==> config.mk <==
export PLATFORM = sky130hd
export DESIGN_NAME = brs_supervisor
export DESIGN_NICKNAME = d
export VERILOG_FILES = /design/src/logic/brs_pkg.sv /design/src/logic/brs_supervisor.sv
export SDC_FILE = /design/constraint.sdc
export NUM_CORES = 1
export LEC_CHECK = 0
export ABC_AREA = 1
export BUFFER_PORTS_ARGS = -buffer_cell sky130_fd_sc_hd__buf_2
export CELL_PAD_IN_SITES_DETAIL_PLACEMENT = 1
export CELL_PAD_IN_SITES_GLOBAL_PLACEMENT = 2
export CORE_ASPECT_RATIO = 0.75
export CORE_MARGIN = 5
export CORE_UTILIZATION = 36
export CTS_CLUSTER_DIAMETER = 50
export DETAILED_ROUTE_END_ITERATION = 8
export GPL_TIMING_DRIVEN = 0
export HOLD_SLACK_MARGIN = 0.08
export PLACE_DENSITY_LB_ADDON = 0.1
export SLEW_MARGIN = 10
export SYNTH_ARGS = -nofsm -noshare
export SYNTH_HDL_FRONTEND = slang
export SYNTH_SLANG_ARGS = --single-unit
==> constraint.sdc <==
create_clock -name clock -period 3.5 [get_ports clock]
set_input_delay 0.175 -clock clock [delete_from_list [all_inputs] [get_ports clock]]
set_output_delay 0.175 -clock clock [all_outputs]
set_load 0.05 [all_outputs]
==> src/logic/brs_pkg.sv <==
// Constants, register map and types for the four-rail buck supervisor.
// Assumes a 40 MHz system clock; all timings derive from CLK_NS.
package brs_pkg;
   // ----------------------------------------------------------------
   // Timing
   // ----------------------------------------------------------------
   localparam int CLK_NS = 25;
   localparam int US_NS = 1000;
   localparam int US_CYC = US_NS / CLK_NS;
   localparam int OV_FILT_NS = 2500;
   localparam int OV_FILT_CYC = (OV_FILT_NS + CLK_NS - 1) / CLK_NS;
   localparam int OV_REP_NS = 1000;
   localparam int OV_REP_CYC = (OV_REP_NS + CLK_NS - 1) / CLK_NS;
   localparam int EN_HOLD_NS = 4000;
   localparam int EN_HOLD_CYC = (EN_HOLD_NS + CLK_NS - 1) / CLK_NS;
   localparam int UV_FILT_US = 50;
   localparam int HIC_OFF_US = 1000;
   localparam logic [5:0] US_LAST = 6'(US_CYC - 1);
   localparam logic [6:0] OV_FILT_C = 7'(OV_FILT_CYC);
   localparam logic [6:0] OV_REP_C = 7'(OV_REP_CYC);
   localparam logic [7:0] EN_HOLD_C = 8'(EN_HOLD_CYC);
   localparam logic [15:0] UV_FILT_C = 16'(UV_FILT_US);
   localparam logic [15:0] HIC_OFF_C = 16'(HIC_OFF_US);

   // ----------------------------------------------------------------
   // Positions in the synchronised comparator vector
   // ----------------------------------------------------------------
   localparam int A_EN = 0;
   localparam int A_VOK = 1;
   localparam int A_HOT = 2;
   localparam int A_VOV = 3;
   localparam int G_BST = 4;
   localparam int G_RGF = 8;
   localparam int G_PG = 12;
   localparam int G_UV = 16;
   localparam int G_L87 = 20;
   localparam int G_OV = 24;
   localparam int G_L114 = 28;
   localparam int G_VOC = 32;
   localparam int G_NEG = 36;
   localparam int AW = 40;

   // ----------------------------------------------------------------
   // Register map (byte addresses) and fields
   // ----------------------------------------------------------------
   localparam logic [7:0] A_CTRL = 8'h00;
   localparam logic [7:0] A_PERIOD = 8'h04;
   localparam logic [7:0] A_PHASE = 8'h08;
   localparam logic [7:0] A_TARGET = 8'h0c;
   localparam logic [7:0] A_SS = 8'h10;
   localparam logic [7:0] A_PGDLY = 8'h14;
   localparam logic [7:0] A_STATUS = 8'h18;
   localparam int C_EN = 0;
   localparam int C_OVP = 4;
   localparam int C_DIS = 8;
   localparam int C_GPIO = 12;
   localparam int S_OVD = 0;
   localparam int S_PG = 4;
   localparam int S_RUN = 8;
   localparam int S_SYNC = 9;
   localparam int S_HOT = 10;
   localparam int S_VOK = 11;
   localparam logic [1:0] GP_OFF = 2'h0;
   localparam logic [1:0] GP_RAILS = 2'h1;
   localparam logic [1:0] GP_ECHO = 2'h2;
   localparam logic [13:0] CTRL_RST = 14'h1fff;
   localparam logic [7:0] PERIOD_RST = 8'h32;
   localparam logic [31:0] PHASE_RST = 32'h25190c00;
   localparam logic [31:0] TARGET_RST = 32'hc0c0c0c0;
   localparam logic [23:0] SS_RST = 24'h1007d0;
   localparam logic [15:0] PGDLY_RST = 16'h00c8;

   typedef enum logic [2:0]
   {
      ST_OFF = 3'h0,
      ST_DELAY = 3'h1,
      ST_RAMP = 3'h3,
      ST_STEADY = 3'h2,
      ST_HICCUP = 3'h6
   } brs_state_t;

   typedef struct packed {
      logic [AW-1:0] s1;
      logic [AW-1:0] s2;
      logic en_prev;
      logic [7:0] hold;
      logic [7:0] live;
      logic [7:0] osc;
      logic [5:0] pre;
      logic dph_v;
      logic dph_w;
      logic [7:0] dph_a;
      logic [31:0] rdata;
      logic [13:0] ctrl;
      logic [7:0] period;
      logic [31:0] phase;
      logic [31:0] target;
      logic [23:0] ss;
      logic [15:0] pgdly;
      brs_state_t [3:0] st;
      logic [3:0][15:0] tcnt;
      logic [3:0][15:0] pcnt;
      logic [3:0][6:0] ocnt;
      logic [3:0][7:0] ramp;
      logic [3:0] go;
      logic [3:0] pg;
      logic [3:0] ovd;
      logic [3:0] ovls;
      logic [3:0] tick;
      logic gpio_oe;
   } brs_regs_t;
endpackage

==> src/logic/brs_supervisor.sv <==
// Supervisor for four buck rails: enable/sync, lockout, thermal, soft start,
// power good, overvoltage discharge, output discharge, hiccup, AHB-Lite regs.
// Assumes comparator levels arrive asynchronously; clk_en low freezes all.
//
// Decided for this implementation: the address map and the AHB-Lite register port.
`timescale 1ns/100ps

// What this block does
// - Run only while input is above lockout
// - Enable pin high runs, low stops
// - External clock edge aligns channel one
// - Programmed phase offsets kept while synchronised
// - Registers stay usable with enable low
// - Overtemperature stops rails, cool restarts soft start
// - Pre-bias start needs bootstrap and reference above
// - Delay, ramp reference to target, then hold
// - Good bit sets after configurable delay
// - Good bit clears after 50 us low
// - Rails-ok pin is AND of enabled goods
// - Rails-ok low at once on stop conditions
// - Over-current lowers good below 87% only
// - Filtered overvoltage starts repeated low-side discharge
// - Discharge mode ends below 114%
// - Input over 18V pauses discharge only
// - Overvoltage guard enabled per configuration
// - Output discharge only when enabled per channel
// - Clock echo: half period shifted, while enabled
// - Valley over-current blocks high-side turn-on
// - Over-current with low trip starts hiccup
module brs_supervisor
(
   input wire logic clock,
   input wire logic reset_n,
   input wire logic clk_en,
   input wire logic hsel,
   input wire logic [31:0] haddr,
   input wire logic [1:0] htrans,
   input wire logic hwrite,
   input wire logic [2:0] hsize,
   input wire logic [31:0] hwdata,
   input wire logic hready,
   output logic hreadyout,
   output logic hresp,
   output logic [31:0] hrdata,
   input wire logic enable_sync_input,
   input wire logic vin_above_lockout,
   input wire logic overtemp_hot,
   input wire logic vin_over_limit,
   input wire logic [3:0] bootstrap_ok,
   input wire logic [3:0] ref_above_fb,
   input wire logic [3:0] fb_above_good,
   input wire logic [3:0] fb_below_low_trip,
   input wire logic [3:0] fb_below_87,
   input wire logic [3:0] fb_above_120,
   input wire logic [3:0] fb_below_114,
   input wire logic [3:0] valley_oc,
   input wire logic [3:0] neg_limit_hit,
   output logic [3:0] stage_enable,
   output logic [3:0] high_side_block,
   output logic [3:0] low_side_force,
   output logic [3:0] discharge_on,
   output logic [3:0][7:0] ramp_ref,
   output logic [3:0] phase_tick,
   output logic gpio_o,
   output logic gpio_oe
);
   brs_pkg::brs_regs_t s_r;
   brs_pkg::brs_regs_t s_nxt;
   logic [brs_pkg::AW-1:0] a_in;
   logic [brs_pkg::AW-1:0] a;
   logic en;
   logic run;
   logic us_tick;
   logic rails_ok;
   logic echo;
   logic [3:0] on;

   assign a_in = {neg_limit_hit, valley_oc, fb_below_114, fb_above_120, fb_below_87,
                  fb_below_low_trip, fb_above_good, ref_above_fb, bootstrap_ok,
                  vin_over_limit, overtemp_hot, vin_above_lockout, enable_sync_input};
   assign a = s_r.s2;

   // Pin reads as enabled while high or toggling as a sync clock
   assign en = a[brs_pkg::A_EN] | (s_r.hold != 8'h00);
   assign run = en & a[brs_pkg::A_VOK] & ~a[brs_pkg::A_HOT];
   assign us_tick = (s_r.pre == brs_pkg::US_LAST);
   assign echo = (s_r.osc >= {1'b0, s_r.period[7:1]});

   // ----------------------------------------------------------------
   // Combinational outputs from registered state
   // ----------------------------------------------------------------
   always_comb
   begin
      for (int i = 0; i < 4; i++)
      begin
         on[i] = (s_r.st[i] == brs_pkg::ST_RAMP) || (s_r.st[i] == brs_pkg::ST_STEADY);
         stage_enable[i] = on[i] & s_r.go[i] & ~s_r.ovd[i];
         high_side_block[i] = a[brs_pkg::G_VOC + i] | s_r.ovd[i];
         low_side_force[i] = s_r.ovd[i] & s_r.ovls[i];
         discharge_on[i] = (s_r.st[i] == brs_pkg::ST_OFF)
                           & s_r.ctrl[brs_pkg::C_DIS + i];
         ramp_ref[i] = s_r.ramp[i];
      end
      // Disabled channels count as good; none enabled keeps it low
      rails_ok = run & (|s_r.ctrl[brs_pkg::C_EN +: 4])
                 & (&(s_r.pg | ~s_r.ctrl[brs_pkg::C_EN +: 4]));
   end

   assign phase_tick = s_r.tick;
   assign gpio_o = 1'b0;
   assign gpio_oe = s_r.gpio_oe;
   // Bus stalls while the block is frozen
   assign hreadyout = clk_en;
   assign hresp = 1'b0;
   assign hrdata = s_r.rdata;

   // ----------------------------------------------------------------
   // Next-state logic
   // ----------------------------------------------------------------
   always_comb
   begin
      logic rise;
      logic allow;
      logic bad;
      logic [7:0] off;
      logic [7:0] ra;
      rise = 1'b0;
      allow = 1'b0;
      bad = 1'b0;
      off = 8'h00;
      ra = 8'h00;
      s_nxt = s_r;
      s_nxt.s1 = a_in;
      s_nxt.s2 = s_r.s1;

      // Enable pin: level with hold-over so sync low phases do not stop
      rise = a[brs_pkg::A_EN] & ~s_r.en_prev;
      s_nxt.en_prev = a[brs_pkg::A_EN];
      if (a[brs_pkg::A_EN])
         s_nxt.hold = brs_pkg::EN_HOLD_C;
      else if (s_r.hold != 8'h00)
         s_nxt.hold = s_r.hold - 8'h01;
      if (rise)
         s_nxt.live = brs_pkg::EN_HOLD_C;
      else if (s_r.live != 8'h00)
         s_nxt.live = s_r.live - 8'h01;
      s_nxt.pre = us_tick ? 6'h00 : s_r.pre + 6'h01;

      // Internal oscillator, restarted by each external clock edge
      if (rise || s_r.osc >= s_r.period - 8'h01)
         s_nxt.osc = 8'h00;
      else
         s_nxt.osc = s_r.osc + 8'h01;
      for (int i = 0; i < 4; i++)
      begin
         // Channel one always sits on the aligned edge
         off = (i == 0) ? 8'h00 : s_r.phase[8*i +: 8];
         s_nxt.tick[i] = run & (s_r.osc == off);
      end

      // Open-drain pin: enable high means pulling low
      case (s_r.ctrl[brs_pkg::C_GPIO +: 2])
         brs_pkg::GP_RAILS: s_nxt.gpio_oe = ~rails_ok;
         brs_pkg::GP_ECHO: s_nxt.gpio_oe = ~(en & echo);
         default: s_nxt.gpio_oe = 1'b0;
      endcase

      // ----------------------------------------------------------------
      // Per-channel sequencing
      // ----------------------------------------------------------------
      for (int i = 0; i < 4; i++)
      begin
         allow = run & s_r.ctrl[brs_pkg::C_EN + i];
         case (s_r.st[i])
            brs_pkg::ST_OFF:
            begin
               s_nxt.ramp[i] = 8'h00;
               s_nxt.go[i] = 1'b0;
               s_nxt.tcnt[i] = 16'h0000;
               if (allow)
                  s_nxt.st[i] = brs_pkg::ST_DELAY;
            end
            brs_pkg::ST_DELAY:
            begin
               if (s_r.tcnt[i] < s_r.ss[15:0])
               begin
                  if (us_tick)
                     s_nxt.tcnt[i] = s_r.tcnt[i] + 16'h0001;
               end
               else if (a[brs_pkg::G_BST + i])
               begin
                  s_nxt.tcnt[i] = 16'h0000;
                  s_nxt.st[i] = brs_pkg::ST_RAMP;
               end
            end
            brs_pkg::ST_RAMP:
            begin
               // Switching held off until the ramp passes a pre-biased output
               if (a[brs_pkg::G_BST + i] & a[brs_pkg::G_RGF + i])
                  s_nxt.go[i] = 1'b1;
               if (us_tick)
               begin
                  if (s_r.tcnt[i] + 16'h0001 >= {8'h00, s_r.ss[23:16]})
                  begin
                     s_nxt.tcnt[i] = 16'h0000;
                     if (s_r.ramp[i] >= s_r.target[8*i +: 8])
                     begin
                        if (a[brs_pkg::G_VOC + i])
                           s_nxt.st[i] = brs_pkg::ST_HICCUP;
                        else
                           s_nxt.st[i] = brs_pkg::ST_STEADY;
                     end
                     else
                        s_nxt.ramp[i] = s_r.ramp[i] + 8'h01;
                  end
                  else
                     s_nxt.tcnt[i] = s_r.tcnt[i] + 16'h0001;
               end
            end
            brs_pkg::ST_STEADY:
               s_nxt.ramp[i] = s_r.target[8*i +: 8];
            brs_pkg::ST_HICCUP:
            begin
               s_nxt.ramp[i] = 8'h00;
               s_nxt.go[i] = 1'b0;
               if (us_tick)
                  s_nxt.tcnt[i] = s_r.tcnt[i] + 16'h0001;
               if (s_r.tcnt[i] >= brs_pkg::HIC_OFF_C && a[brs_pkg::G_BST + i])
               begin
                  s_nxt.tcnt[i] = 16'h0000;
                  s_nxt.st[i] = brs_pkg::ST_RAMP;
               end
            end
            default:
               s_nxt.st[i] = brs_pkg::ST_OFF;
         endcase
         // Short with over-current: power stage off, ramp restarts later
         if (on[i] && a[brs_pkg::G_VOC + i] && a[brs_pkg::G_UV + i])
         begin
            s_nxt.st[i] = brs_pkg::ST_HICCUP;
            s_nxt.ramp[i] = 8'h00;
            s_nxt.go[i] = 1'b0;
            s_nxt.tcnt[i] = 16'h0000;
         end
         if (!allow)
            s_nxt.st[i] = brs_pkg::ST_OFF;

         // Power good with rise and fall filters; overvoltage ignored
         bad = a[brs_pkg::G_UV + i]
               | (a[brs_pkg::G_VOC + i] & a[brs_pkg::G_L87 + i]);
         if (!allow || (!on[i] && !s_r.pg[i]))
         begin
            s_nxt.pg[i] = 1'b0;
            s_nxt.pcnt[i] = 16'h0000;
         end
         else if (!s_r.pg[i])
         begin
            if (!a[brs_pkg::G_PG + i])
               s_nxt.pcnt[i] = 16'h0000;
            else if (s_r.pcnt[i] >= s_r.pgdly)
            begin
               s_nxt.pg[i] = 1'b1;
               s_nxt.pcnt[i] = 16'h0000;
            end
            else if (us_tick)
               s_nxt.pcnt[i] = s_r.pcnt[i] + 16'h0001;
         end
         else
         begin
            if (!bad)
               s_nxt.pcnt[i] = 16'h0000;
            else if (s_r.pcnt[i] > brs_pkg::UV_FILT_C)
            begin
               s_nxt.pg[i] = 1'b0;
               s_nxt.pcnt[i] = 16'h0000;
            end
            else if (us_tick)
               s_nxt.pcnt[i] = s_r.pcnt[i] + 16'h0001;
         end

         // Overvoltage discharge
         if (!s_r.ctrl[brs_pkg::C_OVP + i] || !allow)
         begin
            s_nxt.ovd[i] = 1'b0;
            s_nxt.ovls[i] = 1'b0;
            s_nxt.ocnt[i] = 7'h00;
         end
         else if (!s_r.ovd[i])
         begin
            if (!a[brs_pkg::G_OV + i])
               s_nxt.ocnt[i] = 7'h00;
            else if (s_r.ocnt[i] + 7'h01 >= brs_pkg::OV_FILT_C)
            begin
               s_nxt.ovd[i] = 1'b1;
               s_nxt.ovls[i] = ~a[brs_pkg::A_VOV];
               s_nxt.ocnt[i] = 7'h00;
            end
            else
               s_nxt.ocnt[i] = s_r.ocnt[i] + 7'h01;
         end
         else if (a[brs_pkg::G_L114 + i])
         begin
            s_nxt.ovd[i] = 1'b0;
            s_nxt.ovls[i] = 1'b0;
            s_nxt.ocnt[i] = 7'h00;
         end
         else if (a[brs_pkg::A_VOV])
         begin
            // Input too high: stop switching, restart after the delay
            s_nxt.ovls[i] = 1'b0;
            s_nxt.ocnt[i] = 7'h00;
         end
         else if (s_r.ovls[i])
         begin
            if (a[brs_pkg::G_NEG + i])
            begin
               s_nxt.ovls[i] = 1'b0;
               s_nxt.ocnt[i] = 7'h00;
            end
         end
         else if (s_r.ocnt[i] + 7'h01 >= brs_pkg::OV_REP_C)
         begin
            s_nxt.ovls[i] = 1'b1;
            s_nxt.ocnt[i] = 7'h00;
         end
         else
            s_nxt.ocnt[i] = s_r.ocnt[i] + 7'h01;
      end

      // ----------------------------------------------------------------
      // AHB-Lite slave: independent of enable and lockout
      // ----------------------------------------------------------------
      if (s_r.dph_v && s_r.dph_w)
      begin
         if (s_r.dph_a == brs_pkg::A_CTRL)
            s_nxt.ctrl = hwdata[13:0];
         else if (s_r.dph_a == brs_pkg::A_PERIOD)
            s_nxt.period = hwdata[7:0];
         else if (s_r.dph_a == brs_pkg::A_PHASE)
            s_nxt.phase = hwdata;
         else if (s_r.dph_a == brs_pkg::A_TARGET)
            s_nxt.target = hwdata;
         else if (s_r.dph_a == brs_pkg::A_SS)
            s_nxt.ss = hwdata[23:0];
         else if (s_r.dph_a == brs_pkg::A_PGDLY)
            s_nxt.pgdly = hwdata[15:0];
      end
      s_nxt.dph_v = 1'b0;
      s_nxt.dph_w = 1'b0;
      if (hsel && htrans[1] && hready)
      begin
         ra = (haddr[31:8] == 24'h000000) ? haddr[7:0] : 8'hff;
         s_nxt.dph_v = 1'b1;
         s_nxt.dph_w = hwrite;
         s_nxt.dph_a = ra;
         s_nxt.rdata = 32'h00000000;
         if (ra == brs_pkg::A_CTRL)
            s_nxt.rdata = {18'h00000, s_r.ctrl};
         else if (ra == brs_pkg::A_PERIOD)
            s_nxt.rdata = {24'h000000, s_r.period};
         else if (ra == brs_pkg::A_PHASE)
            s_nxt.rdata = s_r.phase;
         else if (ra == brs_pkg::A_TARGET)
            s_nxt.rdata = s_r.target;
         else if (ra == brs_pkg::A_SS)
            s_nxt.rdata = {8'h00, s_r.ss};
         else if (ra == brs_pkg::A_PGDLY)
            s_nxt.rdata = {16'h0000, s_r.pgdly};
         else if (ra == brs_pkg::A_STATUS)
         begin
            s_nxt.rdata[brs_pkg::S_OVD +: 4] = s_r.ovd;
            s_nxt.rdata[brs_pkg::S_PG +: 4] = s_r.pg;
            s_nxt.rdata[brs_pkg::S_RUN] = run;
            s_nxt.rdata[brs_pkg::S_SYNC] = (s_r.live != 8'h00);
            s_nxt.rdata[brs_pkg::S_HOT] = a[brs_pkg::A_HOT];
            s_nxt.rdata[brs_pkg::S_VOK] = a[brs_pkg::A_VOK];
         end
      end
   end

   // ----------------------------------------------------------------
   // State register
   // ----------------------------------------------------------------
   always_ff @(posedge clock or negedge reset_n)
   begin
      if (!reset_n)
      begin
         s_r <= '0;
         s_r.ctrl <= brs_pkg::CTRL_RST;
         s_r.period <= brs_pkg::PERIOD_RST;
         s_r.phase <= brs_pkg::PHASE_RST;
         s_r.target <= brs_pkg::TARGET_RST;
         s_r.ss <= brs_pkg::SS_RST;
         s_r.pgdly <= brs_pkg::PGDLY_RST;
      end
      else if (clk_en)
         s_r <= s_nxt;
   end
endmodule

Word-level counts from Yosys, hierarchy flattened
Cells that the tools add are included.

storage, ports and cells
  register bits = 500
  input bits = 115
  output and inout port bits = 88
  word-level logic and storage cells = 636

operators by class
  $add $sub $neg = 21
  magnitude comparators = 34
  eq/ne operators = 85
  multiplexer cells = 265
  bitwise gates (word level) = 63
  reductions and logical operators = 119

operators with widths
  cell                     count
  $mux W16                 56
  $pmux W16 S4             4
  $mux W7                  36
  $mux W8                  22
  $add A16 B1 Y16 const B  8
  $mux W32                 4
  $mux W3                  36
  $pmux W8 S3              4
  $mux W1                  88
  $ge A16 B10 Y1 const B   4
  $ge A16 B16 Y1           4
  $ge A16 B8 Y1            4
  $gt A16 B6 Y1 const B    4
  $lt A16 B16 Y1           4
  $ne A4 B4 Y1 const B     16
  $pmux W3 S5              4
  $mux W42                 1
  $add A8 B1 Y8 const B    5
  $eq A8 B5 Y1 const B     5
  $ge A8 B8 Y1             5
  $reduce_and A8 Y1        5
  $and A1 B1 Y1            38
  $ne A3 B2 Y1 const B     12
  $reduce_bool A3 Y1       12
  46 further kinds         206

Longest topological paths before layout
Gate-level depths: netlist of the first run.

  word-level depth = 12
  depth in mapped cells = 19
  mapped depth without buffers = 18

Worst setup path before layout of the first run
OpenSTA, ideal clock, no wires.

  kind = reg2reg
  start = reg s_r[161] in the netlist's numbering
  end = reg s_r (netlist bit ramp_ref[15])
  setup time = 0.128 ns
  arrival = 2.358 ns
  data required time = 3.372 ns
  path slack = 1.014 ns
  stages on the path, launching flop included = 16
  clock period less this slack = 2.486 ns
  cells stage by stage = dfrtp_1 > ha_1 > nand3_1 > nor2_2 > xor2_1 > ha_1 > inv_1 > nor3_1 > nand4_1 > nand4_1 > inv_1 > o21ai_1 > nand2_2 > buf_2 > nand2_1 > o21ai_0

between the ends
  cells in the longest elaborated chain, start to end = 4

ends and longest elaborated chain
  element                      line                   source
  start, declared              brs_supervisor.sv:67   brs_pkg::brs_regs_t s_r;
  start signal, assigned       brs_supervisor.sv:397  s_r <= s_nxt;
  $add A16 B1 Y16              brs_supervisor.sv:203  if (s_r.tcnt[i] + 16'h0001 >= {8'h00, s_r.ss[23:16]})
  $ge A16 B8 Y1                brs_supervisor.sv:203
  $ne A3 B1 Y1 (no line)       n/a
  $reduce_and A5 Y1 (no line)  n/a

Every way passes these cells.
A chain may end at the register's enable or synchronous reset.

Final worst setup path of the first run
  start = reg s_r[252] in the netlist's numbering
  end = reg s_r[160] in the netlist's numbering

between the ends
  cells in the longest elaborated chain, start to end = 4
  elaborated cells between the ends (all ways) = 6
  classes of those cells = order compare: 1; eq/ne: 1; mux: 3; reduce/logical: 1

ends and longest elaborated chain
  element           line                   source
  $lt A16 B16 Y1 *  brs_supervisor.sv:185  if (s_r.tcnt[i] < s_r.ss[15:0])
  $mux W16          brs_supervisor.sv:185
  $pmux W16 S4      brs_supervisor.sv:174  case (s_r.st[i])
  $mux W16          brs_supervisor.sv:238  if (on[i] && a[brs_pkg::G_VOC + i] && a[brs_pkg::G_UV + i])

Every way passes the cells marked *; elsewhere a longest branch is shown, timed or not.

==> metrics, run 1 <==
Peak supply drop=345 µV; Hold WC Path Type=in -> reg; Mapped Area=33,600 µm²; hold path depth=7; clock sink count=500; leakage=19.1 nW; via count of the routed design=33,000; Max Cap Viol=0; Final Routed Wirelength=138,000 µm; area leader, netlist=dfrtp_1; residual DRC count=0; Die Area=99,600 µm²; Die Y=275 µm; Post-synth EDFFs=0; Die W=363 µm; Core ar.=93,000 µm²; post-synthesis async set-or-reset flop share=100%; nets=5,280; Yosys top cell area share=34.1%; Non-Filler Instances=6,232; Setup CP Type=reg -> reg; first-pass GRT wire length=209,000 µm; H-Tree Depth=3; Root Driver=clkbuf_16; clock-pin slew on the worst setup and hold paths=0.06 ns; Period Utilization, post-route=94.2%; register area share after synthesis=37.4%; DRT iter0 DRCs=2,612; largest net degree at the start of global routing=95; Final Hold Viols=0; layout cell share with drive strength beyond 1=12.4%; Ports=203; WL per Instance=22.2 µm; min-delay src=haddr[28]; vias per cell=5.30; RSZ-0062 raised after global routing=false; DR pass1 iterations=5; Port Buffers=196; antenna violations before repair=6; syn_area_per_cell=7.36 µm²; largest cells by area after synthesis=dfrtp_1 34%, nand2_1 15%, ha_1 8.8%, o21ai_0 6.5%, inv_1 5.6%; Slew headroom=18.3%; final setup vio count=0; hold endpoint=s_r[381]; YS warnings=0; Tot Pwr=0.0163 W; Max Fclk=303 MHz; Worst-Skew Late Latency=0.67 ns; worst clock skew=0.0322 ns; Post-synth top cells=1,300 x nand2_1, 503 x inv_1, 458 x dfrtp_1, 435 x o21ai_0, 297 x nor2_1; Syn Inst Count=4,561; maximum buffer depth of the clock tree=3; most frequent cell after synthesis=nand2_1; Placer Congestion=0.903; post-synthesis cell type count=63; vias in the first global route=33,200; GRT Overall Usage=27.5%; Area Overhead vs Synth=18.9%; crit path launch type=flop; Critical Path RT=4.06 ns; CP max FO=10; Placement Rows=97; TritonCTS clock tree=done; Initial Util=36.1%; number of CTS-inserted buffers=76; Routed Antenna Nets=0; worst slew pin tran=1.23 ns; cells on worst reg2reg path=11; Final HPWL DP=107,000 µm; Slew Limit Fails=0; Final Critical Period=3.30 ns; Post-CTS Setup Bufs=0; fin util=43.0%; placed insts=6,001; Main synth FF type=dfrtp_1; critical register-to-register path endpoint=s_r[160]; Yosys reg bits=500; crit path DAT=3.85 ns; outcome=finished clean; CP endpoint kind=flop; grt ovf=0; Reg2Reg Launch Point=s_r[252]; PD cells=408 nW/µm²; Reg2Reg Setup Slack=0.20 ns; dpl ws=-0.0655 ns; worst hold margin=0.133 ns; final worst setup slack=0.204 ns
==> report_power, final <==
group | leakage (nW) | switching, W | internal (W)
logic | 11.2 | 0.00109 | 0.000506
registers | 6.61 | 0.000254 | 0.00604
clock network | 1.31 | 0.00320 | 0.00518
==> metal layers <==
layer | part of all wire [%] | GRT usage, % | vias up
met4 | 2.0 | 5.51 | 0
li1 | - | - | 15800
met2 | 43 | 41.6 | 784
met1 | 49 | 40.8 | 16300
met5 | 0 | 0 | -
met3 | 6.0 | 5.36 | 159
==> state kept, by name, indices dropped and copies added (netlist names) <==
| register | cells |
|---|---|
| s_r | 351 |
| a | 40 |
| s_nxt | 40 |
| hrdata | 32 |
| ramp_ref | 32 |
| phase_tick | 4 |
| gpio_oe | 1 |
==> cell families after synthesis <==
logic type / Yosys count / share of synthesized area (%)
XOR/XNOR: 120 / 3.13
other: 1 / 0.0112
AND/OR/NAND/NOR: 2134 / 27.5
multiplexers: 5 / 0.149
buffers and inverters: 709 / 9.04
flip-flops: 500 / 37.4
adder cells (fa/ha/maj): 236 / 8.79
AO/OA/AOI/OAI: 856 / 14.0
==> layout make-up <==
cell class                      instances  area (µm²)
Sequential cell                       500       12600
Timing Repair Buffer                  290        2020
Antenna cell                            2        5.00
Fill cell                           11700       53000
Tap cell                             1237        1550
Clock buffer                          103        2230
Inverter                              523        1960
Multi-Input combinational cell       3353       18000
Clock inverter                         39         520
Buffer                                185        1080
==> timing repair <==
action	in CTS	in global routing
hold endpoints to repair	379	0
setup endpoints to repair	6	6
resized for setup	2	1
hold buffers	88	0
==> cell usage in the layout (no fill, tap or decap), types with 58 or more instances in the layout <==
master            n
o22ai_1          58
buf_2           218
nand4_1          92
nor2_1          297
nand2_1        1300
clkbuf_1         73
clkbuf_16        80
nand3_1         253
dlygate4sd3_1    88
buf_4            78
a21oi_1         203
dfrtp_1         458
o21ai_0         435
xor2_1           88
ha_1            236
nor3_1           60
inv_1           503
==> metrics by stage <==
step | setup TNS (ns) | area (µm²)
after global placement | -4431.40 | 36100
final | 0 | 39900
after detailed placement | -0.701 | 36300
after CTS | 0 | 39900
after global routing | 0 | 39900
after floorplan | 0 | 33600
==> worst max-delay path by stage <==
stage	from	to	slack [ns]	depth (start not counted)
finish	s_r[252]	s_r[160]	0.20	11
global route	s_r[193]	ramp_ref[31]	0.02	17
CTS	s_r[389]	s_r[160]	0.04	9
detailed placement	clk_en	s_nxt[428]	-0.07	8
global placement	reset_n	ramp_ref[5]	-9.24	1
floorplan	s_r[161]	ramp_ref[15]	1.01	15
==> critical path, stage by stage (launching register included) <==
cell     delay (ns)
dfrtp_1        0.38
inv_1          0.49
ha_1           0.38
a21oi_1        0.14
o21ai_0        0.13
a21oi_2        0.32
nand3_1        0.15
nand2_1        0.35
inv_1          0.30
a21oi_1        0.18
o21ai_0        0.12
o21ai_0        0.23
(Power assumes the default switching activity.)
==> run 2, diff against run 1 <==
--- a/config.mk
+++ b/config.mk
@@ -5,13 +5,12 @@
 export SDC_FILE = /design/constraint.sdc
 export NUM_CORES = 1
 export LEC_CHECK = 0
-export ABC_AREA = 1
 export BUFFER_PORTS_ARGS = -buffer_cell sky130_fd_sc_hd__buf_2
 export CELL_PAD_IN_SITES_DETAIL_PLACEMENT = 1
-export CELL_PAD_IN_SITES_GLOBAL_PLACEMENT = 2
+export CELL_PAD_IN_SITES_GLOBAL_PLACEMENT = 1
 export CORE_ASPECT_RATIO = 0.75
 export CORE_MARGIN = 5
-export CORE_UTILIZATION = 36
+export CORE_UTILIZATION = 48
 export CTS_CLUSTER_DIAMETER = 50
 export DETAILED_ROUTE_END_ITERATION = 8
 export GPL_TIMING_DRIVEN = 0
==> run 2 against run 1 <==
Compared with the run above: the run now ends with design-rule violations left; maximum frequency fell by 4.8%; clock skew shrank 0.0074 ns; worst setup slack got worse by 0.17 ns; largest power group unchanged.
==> metrics, run 2 <==
Root Driver=clkbuf_16 (unchanged); via count of the routed design=29,800 (was 33,000); commonest non-fill, non-tap cell in the layout=dfrtp_1 (was nand2_1); area leader, netlist=dfrtp_1 (unchanged); Die Y=233 µm (was 275 µm); Hold WC Path Type=in -> async (was in -> reg); clock-pin slew on the worst setup and hold paths=0.07 ns (was 0.06 ns); Sw Pwr=0.00486 W (was 0.00455 W); Mapped Area=31,800 µm² (was 33,600 µm²); Placement Rows=81 (was 97); grt ovf=0 (unchanged); residual DRC count=2 (was 0); Critical Path RT=4.05 ns (was 4.06 ns); Ports=203 (unchanged); Area Overhead vs Synth=17.9% (was 18.9%); worst slew pin tran=1.32 ns (was 1.23 ns); register area share after synthesis=39.5% (was 37.4%); layout cell share with drive strength beyond 1=20.1% (was 12.4%); DRT iter0 DRCs=2,823 (was 2,612); maximum buffer depth of the clock tree=3 (unchanged); crit path launch type=flop (unchanged); Design Area, Final=37,500 µm² (was 39,900 µm²); clock sink count=500 (unchanged); Peak supply drop=405 µV (was 345 µV); final worst setup slack=0.0372 ns (was 0.204 ns); largest net degree at the start of global routing=106 (was 95); syn_area_per_cell=9.41 µm² (was 7.36 µm²); Die Area=71,600 µm² (was 99,600 µm²); Int Pwr=0.0110 W (was 0.0117 W); WL per Instance=27.2 µm (was 22.2 µm); Sequential Power Share=41.1% (was 38.7%); PD cells=424 nW/µm² (was 408 nW/µm²); Routed Antenna Nets=0 (unchanged); Slew Limit Fails=0 (unchanged); Final Routed Wirelength=127,000 µm (was 138,000 µm); Final Critical Period=3.46 ns (was 3.30 ns); Placer Congestion=0.940 (was 0.903); Logic pwr share=15.5% (was 9.8%); first-pass GRT wire length=190,000 µm (was 209,000 µm); Die W=307 µm (was 363 µm); Final HPWL DP=93,100 µm (was 107,000 µm); Setup CP Type=reg -> reg (unchanged); power share of the clock group=43.5% (was 51.5%); Syn Inst Count=3,381 (was 4,561); Net Sw Frac=30.6% (was 27.9%); Core ar.=65,500 µm² (was 93,000 µm²); Setup TNS=0 ns (unchanged); crit path DAT=4.02 ns (was 3.85 ns); Max Cap Viol=0 (unchanged); CP max FO=8 (was 10); FILL cells=7,434 (was 11,700); commonest cells after routing, fill and taps aside=447 x dfrtp_1, 299 x nand2_1, 265 x o21ai_0, 233 x ha_1, 206 x buf_2 (was 1,300 x nand2_1, 503 x inv_1, 458 x dfrtp_1, 435 x o21ai_0, 297 x nor2_1); Worst-Skew Late Latency=0.67 ns (about the same); leakage=17.4 nW (was 19.1 nW); worst clock skew=0.0248 ns (was 0.0322 ns); Initial Util=48.6% (was 36.1%); DR pass1 iterations=9 (was 5); number of flip-flops in the largest register=351 (unchanged); Period Utilization, post-route=98.9% (was 94.2%); final setup vio count=0 (unchanged); Post-synth top cells=458 x dfrtp_1, 303 x nand2_1, 266 x o21ai_0, 236 x ha_1, 196 x nor2_1 (was 1,300 x nand2_1, 503 x inv_1, 458 x dfrtp_1, 435 x o21ai_0, 297 x nor2_1); Yosys top cell area share=36.0% (was 34.1%); outcome=complete, but fails checks (was finished clean); dpl ws=-1.29 ns (was -0.0655 ns); number of CTS-inserted buffers=60 (was 76); Main synth FF type=dfrtp_1 (unchanged); Tot Pwr=0.0159 W (was 0.0163 W); Reg2Reg Setup Slack=0.04 ns (was 0.20 ns); most frequent cell after synthesis=dfrtp_1 (was nand2_1); Placed Area=34,100 µm² (was 36,300 µm²); critical register-to-register path endpoint=s_r[216] (was s_r[160]); GRT Overall Usage=34.6% (was 27.5%); vias in the first global route=30,900 (was 33,200); vias per cell=6.38 (was 5.30); CP endpoint kind=flop (unchanged); worst hold margin=0.0908 ns (was 0.133 ns); most flop-heavy register=s_r (unchanged); Yosys reg bits=500 (unchanged); TritonCTS clock tree=done (unchanged); failing checks=design-rule violations; YS warnings=0 (unchanged); Reg2Reg Launch Point=s_r[179] (was s_r[252]); post-synthesis async set-or-reset flop share=100% (unchanged); Port Buffers=196 (unchanged); Final Hold Viols=0 (unchanged); cells on worst reg2reg path=13 (was 11); Post-synth EDFFs=0 (unchanged); Slew headroom=11.8% (was 18.3%); H-Tree Depth=2 (was 3); nets=4,097 (was 5,280); Max Fclk=289 MHz (was 303 MHz); post-synthesis cell type count=110 (was 63); antenna violations before repair=7 (was 6); largest cells by area after synthesis=dfrtp_1 36%, ha_1 9.3%, mux2_2 6.0%, o21ai_0 4.2%, nand2_1 3.6% (was dfrtp_1 34%, nand2_1 15%, ha_1 8.8%, o21ai_0 6.5%, inv_1 5.6%)
[run 2: area by class of cell]
cell class	count	area, µm²	area share [%]
well taps	871	1090	2.90
clock buffers	73	1630	4.34
multi-input cells	2502	17700	47.2
plain buffers	205	1190	3.18
repair buffers	306	2150	5.72
flip-flops and latches	500	12600	33.5
clock inverters	40	520	1.39
diodes	3	7.51	0.0200
inverters	171	649	1.73
[run 2: worst max path at each step]
stage	start	endpoint	slack (ns)	cells after the start
after floorplan	s_r[177]	s_r[182]	0.45	13
after detailed placement	s_r[389]	s_r[130]	-1.29	9
final	s_r[179]	s_r[216]	0.04	13
after global placement	reset_n	s_r[161]	-8.26	1
after global routing	s_r[177]	s_r[216]	-0.08	14
after CTS	s_r[251]	s_r[199]	0.0003	10
[run 2: cells by family (layout without fill, tap and decap cells)]
family          count (synthesis)  after routing  synth area share, %
other cells                     1              5               0.0118
mux                           183            183                 6.43
buf+inv                       380            795                 5.65
xor+xnor                      108            108                 2.97
compound gates                922            922                 19.3
simple gates                 1051           1051                 16.9
fa+ha+maj                     236            236                 9.28
flops                         500            500                 39.5
[run 2: timing repair]
action,4_1_cts,5_1_grt
buffers inserted,1,15
gates resized for setup,40,65
endpoints found under the setup margin,148,151
pin swaps,4,9
endpoints found under the hold margin,446,1
hold buffers,86,1
[run 2: power by group through the flow]
stage	Sequential (W)	Combinational (W)	Clock (W)
5_1_grt	0.00655	0.00265	0.00725
4_1_cts	0.00650	0.00240	0.00700
3_5_place_dp	0.00661	0.00228	0
3_3_place_gp	0.00658	0.00215	0
6_report	0.00653	0.00246	0.00691
2_1_floorplan	0.00645	0.00146	0
[run 2: critical path, cell delays in order, from the launching register on]
cell and delay (ns):
dfrtp_2 0.47, and4_4 0.30, nand4_1 0.22, xnor2_1 0.20
ha_1 0.30, nand2_1 0.12, nor3_1 0.07, o31ai_1 0.09
o2111ai_1 0.28, nor4_4 0.31, buf_4 0.19, o2111ai_1 0.26
nor3b_1 0.25, a211o_1 0.29
[run 2: layer usage]
layer | track usage, % | part of all wire (%) | vias to the layer above | wire, µm
met4 | 14.6 | 4.9 | 4 | 6210
met1 | 47.4 | 43 | 15100 | 54600
met2 | 52.7 | 43 | 1233 | 54700
li1 | - | - | 13200 | -
met5 | 0 | 0.019 | - | 24
met3 | 8.41 | 8.9 | 293 | 11300
[run 2: through the flow]
step | cells | util [%]
2_1_floorplan | 3382 | -
3_3_place_gp | 4449 | 51.8
3_5_place_dp | 4456 | 52.0
4_1_cts | 4655 | 56.9
5_1_grt | 4669 | 57.3
6_report | 4671 | 57.3
